===== config.mk =====
export PLATFORM = sky130hd
export DESIGN_NAME = crb_branch_unit
export DESIGN_NICKNAME = d
export VERILOG_FILES = /design/src/pkg/crb_pkg.sv /design/src/hw/crb_branch_unit.sv
export VERILOG_INCLUDE_DIRS = /design/src /design/src/pkg
export SDC_FILE = /design/constraint.sdc
export NUM_CORES = 1
export LEC_CHECK = 0
export ABC_AREA = 0
export ABC_CLOCK_PERIOD_IN_PS = 4740
export BUFFER_PORTS_ARGS = -buffer_cell sky130_fd_sc_hd__buf_4
export CORE_ASPECT_RATIO = 0.6
export CORE_MARGIN = 5
export CORE_UTILIZATION = 30
export DETAILED_ROUTE_END_ITERATION = 16
export PLACE_DENSITY = 0.5
export SYNTH_ARGS = -nofsm -noshare
export SYNTH_HDL_FRONTEND = slang
export SYNTH_SLANG_ARGS = --single-unit

===== constraint.sdc =====
create_clock -name CLOCK -period 4.74 [get_ports CLOCK]
set_input_delay 0.237 -clock CLOCK [delete_from_list [all_inputs] [get_ports CLOCK]]
set_output_delay 0.237 -clock CLOCK [all_outputs]
set_load 0.01 [all_outputs]

===== src/pkg/crb_defines.svh =====
// constants for the conditional relative branch unit
`ifndef CRB_DEFINES_SVH
`define CRB_DEFINES_SVH
`define CRB_OP_ZERO_CLEAR 8'hE1
`define CRB_OP_OVF_CLEAR 8'hE5
`define CRB_OP_SIGN_CLEAR 8'hE7
`define CRB_OP_CARRY_CLEAR 8'hE3
`define CRB_PC_STEP 21'h000002
`define CRB_PC_RESET 21'h000000
`define CRB_FLAG_CARRY 0
`define CRB_FLAG_ZERO 2
`define CRB_FLAG_OVF 3
`define CRB_FLAG_SIGN 4
`define CRB_IDLE_LEN 3'h4
`endif


===== src/pkg/crb_pkg.sv =====
// types for the conditional relative branch unit
package crb_pkg;
   typedef enum logic [3:0] {
      PH_ONE = 4'h1,
      PH_TWO = 4'h2,
      PH_THREE = 4'h4,
      PH_FOUR = 4'h8
   } crb_phase_t;
   typedef struct packed {
      logic [7:0] opcode;
      logic [7:0] offset;
   } crb_word_t;
endpackage


===== src/hw/crb_branch_unit.sv =====
// decode and execute of short conditional relative branches
`timescale 1ns/10ps
`include "crb_defines.svh"
module crb_branch_unit #(
   parameter int PC_WIDTH = 21
) (
   input wire logic CLOCK, // 10 MHz core clock
   input wire logic RSTN, // async reset, low active
   input wire logic CLK_EN, // freezes all state when low
   input wire crb_pkg::crb_word_t INSTR, // fetched word, held per cycle
   input wire logic INSTR_VALID, // word is to be executed
   input wire logic [4:0] STATUS, // flags from the alu
   output logic [PC_WIDTH-1:0] PC, // program counter
   output logic [3:0] PHASE, // one-hot phase_one..phase_four
   output logic IDLE_CYCLE, // forced no-operation cycle
   output logic PC_WRITE, // one phase pulse: counter loaded
   output logic BRANCH_TAKEN, // level per cycle: branch executing
   output logic [4:0] STATUS_OUT // flags passed through unchanged
);
   // the doubled offset needs nine bits; the step constant is 21 wide
   if (PC_WIDTH < 9 || PC_WIDTH > 21) begin
      $error("PC_WIDTH out of range");
   end

   // ****************************************
   // phase sequencing
   // ****************************************
   crb_pkg::crb_phase_t phase;
   crb_pkg::crb_phase_t next_phase;
   crb_pkg::crb_word_t word;
   logic idle;

   always_comb begin
      case (phase)
         crb_pkg::PH_ONE: next_phase = crb_pkg::PH_TWO;
         crb_pkg::PH_TWO: next_phase = crb_pkg::PH_THREE;
         crb_pkg::PH_THREE: next_phase = crb_pkg::PH_FOUR;
         crb_pkg::PH_FOUR: next_phase = crb_pkg::PH_ONE;
         default: next_phase = crb_pkg::PH_ONE;
      endcase
   end

   // ****************************************
   // decode
   // ****************************************
   // zero-clear decode
   wire is_zero_clear = word.opcode == `CRB_OP_ZERO_CLEAR;
   wire is_ovf_clear = word.opcode == `CRB_OP_OVF_CLEAR;
   // encodings of these two are less certain; kept as constants
   wire is_sign_clear = word.opcode == `CRB_OP_SIGN_CLEAR;
   wire is_carry_clear = word.opcode == `CRB_OP_CARRY_CLEAR;
   wire is_branch = is_zero_clear | is_ovf_clear | is_sign_clear
      | is_carry_clear;
   wire cond = (is_zero_clear & ~STATUS[`CRB_FLAG_ZERO])
      | (is_ovf_clear & ~STATUS[`CRB_FLAG_OVF])
      | (is_sign_clear & ~STATUS[`CRB_FLAG_SIGN])
      | (is_carry_clear & ~STATUS[`CRB_FLAG_CARRY]);
   wire [PC_WIDTH-1:0] disp = {{(PC_WIDTH-9){word.offset[7]}},
      word.offset, 1'b0};
   wire [PC_WIDTH-1:0] pc_inc = PC + PC_WIDTH'(`CRB_PC_STEP);
   wire [PC_WIDTH-1:0] target = pc_inc + disp;
   wire at_four = phase == crb_pkg::PH_FOUR;
   wire go = at_four & ~idle & is_branch & cond;
   // a refused word becomes an opcode that decodes as nothing
   wire crb_pkg::crb_word_t next_word = INSTR_VALID ? INSTR
      : crb_pkg::crb_word_t'(16'h0000);

   // ****************************************
   // state
   // ****************************************
   always_ff @(posedge CLOCK or negedge RSTN) begin
      if (!RSTN) begin
         phase <= crb_pkg::PH_ONE;
         word <= '0;
         idle <= 1'b0;
         PC <= PC_WIDTH'(`CRB_PC_RESET);
         PHASE <= 4'h1;
         IDLE_CYCLE <= 1'b0;
         PC_WRITE <= 1'b0;
         BRANCH_TAKEN <= 1'b0;
         STATUS_OUT <= 5'h00;
      end else if (CLK_EN) begin
         phase <= next_phase;
         PHASE <= next_phase;
         STATUS_OUT <= STATUS;
         if (phase == crb_pkg::PH_TWO && !idle)
            word <= next_word;
         PC_WRITE <= go;
         if (at_four) begin
            // taken branch adds an idle cycle
            idle <= go;
            IDLE_CYCLE <= go;
            BRANCH_TAKEN <= go;
            if (go)
               PC <= target;
            else if (!idle)
               PC <= pc_inc;
         end
      end
   end

   // ****************************************
   // checks
   // ****************************************
   // enabled cycles spent in the idle cycle; a held clock enable
   // stretches the idle cycle in time but never in count
   logic [2:0] idle_count;
   always_ff @(posedge CLOCK or negedge RSTN) begin
      if (!RSTN)
         idle_count <= 3'h0;
      else if (CLK_EN)
         idle_count <= IDLE_CYCLE ? idle_count + 3'h1 : 3'h0;
   end
endmodule


==> impl_metrics.py, run 1 <==
metrics = {
    "timing": {
        "fmax_mhz": 268.4,
        "report.final.slew_viol_count": 0,
        "rsz0062_at_grt": "no",
        "setup_violations": 0,
        "fin_skew_ns": 0.007121,
        "min_period_over_period_pct": 78.60,
        "worst_pin_slew_ns": 0.8680,
        "min_period_ns": 3.726,
        "hold_ws_ns": 0.1718,
        "final_hold_viol_count": 0,
        "final.setup.tns_ns": 0,
        "max_slew_margin_pct": 42.13,
    },
    "setup_path": {
        "r2r_slack_ns": 1.01,
        "worst-path-max-fanout": 7,
        "arrival_ns": 3.95,
        "required_ns": 4.96,
        "timing_worst_setup_path_type": "register to register",
        "r2r_cells": 14,
        "rr_endpoint": "PC[20]",
        "slowest_delay_ns": 0.46,
        "worstPathBufferInverterCount": 0,
        "path_cells": "and3_1 -> nand3_1 -> or2_2 -> nor2_1 -> nand3_1 -> xnor2_1 -> ha_1 -> o21a_1 -> o21ai_0 -> o21ai_0 -> or3_1 -> o211ai_2 -> mux2i_1 -> xnor2_1",
        "slowest_stage": "dfrtp_1",
        "crit_path_start_kind": "register",
        "endpoint_kind": "register",
        "rr_startpoint": "PC[3]",
        "critical-path-top-delay-family": "simple AND/OR/NAND/NOR gates",
    },
    "drt": {
        "postRouteAntennaNets": 0,
        "viasPerCell": 5.031,
        "wire_per_inst_um": 15.52,
        "num_vias": 3129,
        "finalWirelength_mm": 9.656,
        "drtIter0Drc": 180,
        "first_pass_iters": 4,
        "drc": 0,
    },
    "finish": {
        "antenna_cells": 0,
        "area_delta_synth_final_pct": 21.44,
        "final_nets": 511,
        "final_common_cell": "nand2_1",
        "final_util_pct": 37.33,
        "stdcell_count": 622,
        "fill_cells": 1201,
        "layout-drive-gt1-share_pct": 18.18,
        "layout_common_cells": "71 x nand2_1, 58 x buf_4, 46 x dfrtp_1",
    },
    "floorplanning": {
        "dieArea_um2": 13940,
        "num_rows": 30,
        "die_w_um": 149.1,
        "io-pin-count": 58,
        "dieHeight_um": 93.48,
        "core_area_um2": 11340,
        "initial_core_util_pct": 30.74,
    },
    "flow_run": {
        "drv_cap": 0,
    },
    "clock_tree": {
        "post-cts-setup-buffers": 0,
        "postCtsHoldBufs": 1,
        "cts_max_level": 2,
        "cts_sinks": 47,
        "cts_max_path_buffers": 2,
        "tritoncts": "done",
        "clkTransAtPathRegs_ns": 0.07,
        "root_buffer": "clkbuf_16",
        "cts_resized": 0,
        "clk_latency_ns": 0.30,
        "numCtsBuffers": 5,
    },
    "power_and_ir_drop": {
        "power_density_nw_per_um2": 448.6,
        "ir_worst_vdd_mv": 0.2320,
        "leakagePower_nw": 2.004,
        "total_power_mw": 1.898,
    },
    "synth": {
        "synth_area_leaders": "dfrtp_1 33%, ha_1 8.6%, nand2_1 7.6%",
        "syn_area_um2": 3485,
        "synth_top_area_share_pct": 33.03,
        "synth_top_area_cell": "dfrtp_1",
        "ys_seq_area_share_pct": 33.79,
        "synth_cell_types": 58,
        "async_flop_share_pct": 100.0,
        "synth-seq-cells": 47,
        "syn_nets": 467,
        "synthCells": 417,
        "yosysWarnings": 0,
        "synth_edf_count": 0,
        "synth_flop_cell": "dfrtp_1",
        "avgSynthCellArea_um2": 8.356,
    },
    "global_routing": {
        "grt_pass1_vias": 2925,
        "grt_usage_pct": 14.01,
        "grt.overflow.total": 0,
        "grt_pass1_wl_mm": 15.77,
        "antenna_found_initial": 0,
        "grt_max_degree": 48,
    },
    "placed_design": {
        "gp_congestion": 0.8458,
        "place_hpwl_mm": 7.196,
        "port_buffers": 56,
        "dp.cells": 613,
    },
    "min_path": {
        "hp-start": "STATUS[1]",
        "worst_hold_path_type": "primary input to register",
        "whs_endpoint": "STATUS_OUT[1]",
        "whs_path_depth": 2,
    },
    "outcome": {
        "status": "finished clean",
    },
}
[state kept, by name (all words and copies together), names as in the netlist]
register	cells
PC	20
disp	8
word	8
STATUS_OUT	5
idle	1
PC_WRITE	1
phase	4
[power by group]
| part | internal, mW | total [mW] | leakage, nW | switching, mW |
|---|---|---|---|---|
| clock | 0.306 | 0.478 | 0.0959 | 0.172 |
| combinational | 0.354 | 0.775 | 1.29 | 0.421 |
| sequential | 0.508 | 0.645 | 0.613 | 0.137 |
[stage by stage]
step	instance area, um2	worst slack [ns]
after CTS	4232	0.9863
after detailed placement	4025	1.021
after global placement	4025	1.152
final	4232	1.014
after floorplan	3485	1.313
after global routing	4232	0.6893
[logic make-up (layout without fill, tap and decap cells)]
kind of cell               Yosys count  count (layout)  share of synthesized area [%]
and+or+nand+nor                    143             143                          19.14
AOI/OAI and AO/OA                  127             127                          22.44
DFF                                 47              47                          33.79
buffers and inverters               33              78                          4.093
xor gates and xnor gates            31              31                          7.792
adders and majority gates           25              25                          9.192
muxes                               10              10                          3.447
other                                1               1                         0.1076
[area by class of cell]
| cell class | instances | area, um2 | area share, % |
|---|---|---|---|
| inverters | 11 | 41.29 | 0.9758 |
| multi-input cells | 337 | 2171 | 51.30 |
| well taps | 160 | 200.2 | 4.731 |
| clock inverters | 3 | 71.32 | 1.685 |
| flip-flops and latches | 47 | 1177 | 27.82 |
| repair buffers | 59 | 445.4 | 10.53 |
| clock buffers | 5 | 125.1 | 2.957 |
[metal layers]
metal | global-route usage (%) | wire length [um] | vias up
met3 | 3.245 | 617 | 0
met5 | 0 | 0 | -
li1 | - | - | 1581
met2 | 18.88 | 3698 | 68
met1 | 22.71 | 5340 | 1480
met4 | 1.523 | 0 | 0
[Yosys cell counts (4+ instances only)]
library cell	instances
nand2_1	71
dfrtp_1	46
o21ai_0	44
a21oi_1	31
ha_1	24
nor2_1	24
xnor2_1	20
clkbuf_1	16
a21o_1	15
inv_1	11
xor2_1	11
nand3_1	8
nand4_1	7
mux2_2	6
a31oi_1	5
a211oi_1	4
a22oi_1	4
and3_1	4
nor3_1	4
nor4_1	4
[worst max path at each step]
stage	start	to	depth (start not counted)
floorplan	PC[3]	PC[20]	15
global placement	PC[3]	PC[20]	14
detailed placement	PC[3]	PC[20]	14
CTS	PC[3]	PC[20]	14
global route	PC[3]	PC[20]	14
finish	PC[3]	PC[20]	14
No activity file was read; power rests on OpenSTA's default activity.
==> run 2, diff against run 1 <==
--- a/config.mk
+++ b/config.mk
@@ -6,14 +6,14 @@
 export SDC_FILE = /design/constraint.sdc
 export NUM_CORES = 1
 export LEC_CHECK = 0
-export ABC_AREA = 0
-export ABC_CLOCK_PERIOD_IN_PS = 4740
+export ABC_AREA = 1
+export ABC_CLOCK_PERIOD_IN_PS = 3100
 export BUFFER_PORTS_ARGS = -buffer_cell sky130_fd_sc_hd__buf_4
 export CORE_ASPECT_RATIO = 0.6
 export CORE_MARGIN = 5
 export CORE_UTILIZATION = 30
 export DETAILED_ROUTE_END_ITERATION = 16
-export PLACE_DENSITY = 0.5
+export PLACE_DENSITY = 0.51
 export SYNTH_ARGS = -nofsm -noshare
 export SYNTH_HDL_FRONTEND = slang
 export SYNTH_SLANG_ARGS = --single-unit
==> constraint.sdc (replaced) <==
create_clock -name CLOCK -period 3.1 [get_ports CLOCK]
set_input_delay 0.155 -clock CLOCK [delete_from_list [all_inputs] [get_ports CLOCK]]
set_output_delay 0.155 -clock CLOCK [all_outputs]
set_load 0.01 [all_outputs]
==> impl_metrics.py, run 2 <==
metrics = {
    "drt": {
        "drc": 0,
        "num_vias": 4024,
        "wire_per_inst_um": 15.41,
        "postRouteAntennaNets": 0,
        "finalWirelength_mm": 12.56,
        "drtIter0Drc": 316,
        "first_pass_iters": 5,
        "viasPerCell": 4.937,
    },
    "finish": {
        "seqCellArea_um2": 1177,
        "final_util_pct": 36.71,
        "antenna_cells": 0,
        "final_nets": 694,
        "layout-drive-gt1-share_pct": 15.97,
        "area_delta_synth_final_pct": 20.06,
        "fill_cells": 1393,
        "multi_input_area_um2": 2317,
        "largest_reg_flops": 20,
        "stdcell_count": 815,
        "top_register": "PC",
        "fin_area_um2": 4703,
        "final_common_cell": "nand2_1",
        "layout_common_cells": "166 x nand2_1, 88 x inv_1, 66 x buf_4",
    },
    "synth": {
        "async_flop_share_pct": 100.0,
        "yosysWarnings": 0,
        "synth_flop_cell": "dfrtp_1",
        "synthCells": 587,
        "synth_top_area_cell": "dfrtp_1",
        "synth_commonest_cells": "166 x nand2_1, 88 x inv_1, 57 x nand3_1, 46 x dfrtp_1, 45 x o21ai_0",
        "syn_nets": 637,
        "synth_edf_count": 0,
        "synth_top_area_share_pct": 29.38,
        "synth_most_common_cell": "nand2_1",
        "syn_area_um2": 3918,
        "synth_cell_types": 43,
        "synth-seq-cells": 47,
        "synth_area_leaders": "dfrtp_1 29%, nand2_1 16%, inv_1 8.4%",
        "avgSynthCellArea_um2": 6.674,
        "ys_seq_area_share_pct": 30.05,
    },
    "timing": {
        "min_period_ns": 2.884,
        "final.setup.tns_ns": 0,
        "final_hold_viol_count": 0,
        "layout_setup_ws_ns": 0.2158,
        "min_period_over_period_pct": 93.04,
        "setup_violations": 0,
        "rsz0062_at_grt": "no",
        "report.final.slew_viol_count": 0,
        "worst_pin_slew_ns": 0.6488,
        "max_slew_margin_pct": 56.74,
        "hold_ws_ns": 0.05748,
        "fmax_mhz": 346.7,
        "fin_skew_ns": 0.008766,
    },
    "power_and_ir_drop": {
        "power_density_nw_per_um2": 966.6,
        "leakagePower_nw": 2.538,
        "ir_worst_vdd_mv": 0.3769,
        "total_power_mw": 4.546,
    },
    "placed_design": {
        "port_buffers": 56,
        "gp_congestion": 0.8968,
        "dp_slack_ns": 0.1549,
        "dp.cells": 806,
        "place_hpwl_mm": 9.833,
        "place_area_um2": 4518,
    },
    "clock_tree": {
        "tritoncts": "done",
        "cts_max_path_buffers": 2,
        "root_buffer": "clkbuf_16",
        "cts_sinks": 47,
        "clkTransAtPathRegs_ns": 0.08,
        "cts_max_level": 2,
        "post-cts-setup-buffers": 0,
        "numCtsBuffers": 5,
        "clk_latency_ns": 0.30,
    },
    "setup_path": {
        "timing_worst_setup_path_type": "register to register",
        "arrival_ns": 3.11,
        "worst-path-max-fanout": 5,
        "required_ns": 3.33,
        "endpoint_kind": "register",
        "crit_path_start_kind": "register",
    },
    "floorplanning": {
        "dieArea_um2": 15520,
        "io-pin-count": 58,
        "initial_core_util_pct": 30.58,
        "die_w_um": 157.5,
        "dieHeight_um": 98.52,
        "num_rows": 32,
        "core_area_um2": 12810,
    },
    "global_routing": {
        "grt_pass1_vias": 3739,
        "grt_usage_pct": 16.52,
        "antenna_found_initial": 0,
        "grt_pass1_wl_mm": 20.23,
        "grt.overflow.total": 0,
        "grt_max_degree": 48,
    },
    "flow_run": {
        "drv_cap": 0,
    },
    "outcome": {
        "status": "finished clean",
    },
    "min_path": {
        "worst_hold_path_type": "primary input to register",
    },
}
==> run 2: routing by layer <==
metal	wire length, um	global-route usage (%)
met2	4608	21.55
met1	6688	26.95
met5	0	0
met3	1175	4.125
met4	87	2.842
==> run 2: worst paths after layout <==
kind	from	endpoint	slack [ns]	cells past startpoint
worst max-delay path	PC[1]	PC[16]	0.22	15
worst max register to register	PC[1]	PC[16]	0.22	15
min in group asynchronous	RSTN	STATUS_OUT[4]	0.43	2
worst min register to register	STATUS_OUT[4]	STATUS_OUT[4]	0.47	2
worst min-delay path	STATUS[1]	STATUS_OUT[1]	0.06	3
max in group asynchronous	RSTN	disp[5]	2.23	2
==> run 2: kinds of logic (layout without fill, tap and decap cells) <==
group / Yosys count / in the layout / share of synthesized area, %
simple gates: 299 / 299 / 34.33
compound gates: 97 / 97 / 13.61
buf+inv: 108 / 166 / 11.50
other cells: 1 / 1 / 0.09572
xor+xnor: 10 / 10 / 2.236
fa+ha+maj: 25 / 25 / 8.176
flops: 47 / 47 / 30.05
==> run 2: power by group <==
part | leakage, nW | internal [mW] | total, mW | switching (mW)
registers | 0.585 | 0.852 | 1.13 | 0.279
logic | 1.88 | 1.08 | 2.83 | 1.75
clock network | 0.0746 | 0.305 | 0.584 | 0.279
total | 2.54 | 2.23 | 4.55 | 2.31
==> run 2: what timing repair did <==
item                                   in CTS  in global routing
setup endpoints to repair                   0                  9
endpoints found under the hold margin      46                  0
hold buffers                                1                  0
resized for setup                           0                  7
==> run 2: final cells by class <==
cell class | count | area share [%]
Sequential cell | 47 | 25.03
Timing Repair Buffer | 67 | 10.75
Tap cell | 170 | 4.522
Clock buffer | 5 | 2.660
Multi-Input combinational cell | 432 | 49.27
Inverter | 91 | 7.289
Clock inverter | 3 | 0.4789
==> run 2: critical path, stage by stage (launching register included) <==
cell,delay [ns]
dfrtp_1,0.41
ha_2,0.23
nand2_1,0.09
inv_1,0.11
nand2_1,0.12
nand2_1,0.14
inv_1,0.06
ha_1,0.36
nand2_1,0.10
inv_1,0.08
nand2_1,0.12
o21bai_1,0.46
nand2_1,0.16
nand3b_1,0.12
nand3_1,0.09
a21boi_1,0.17
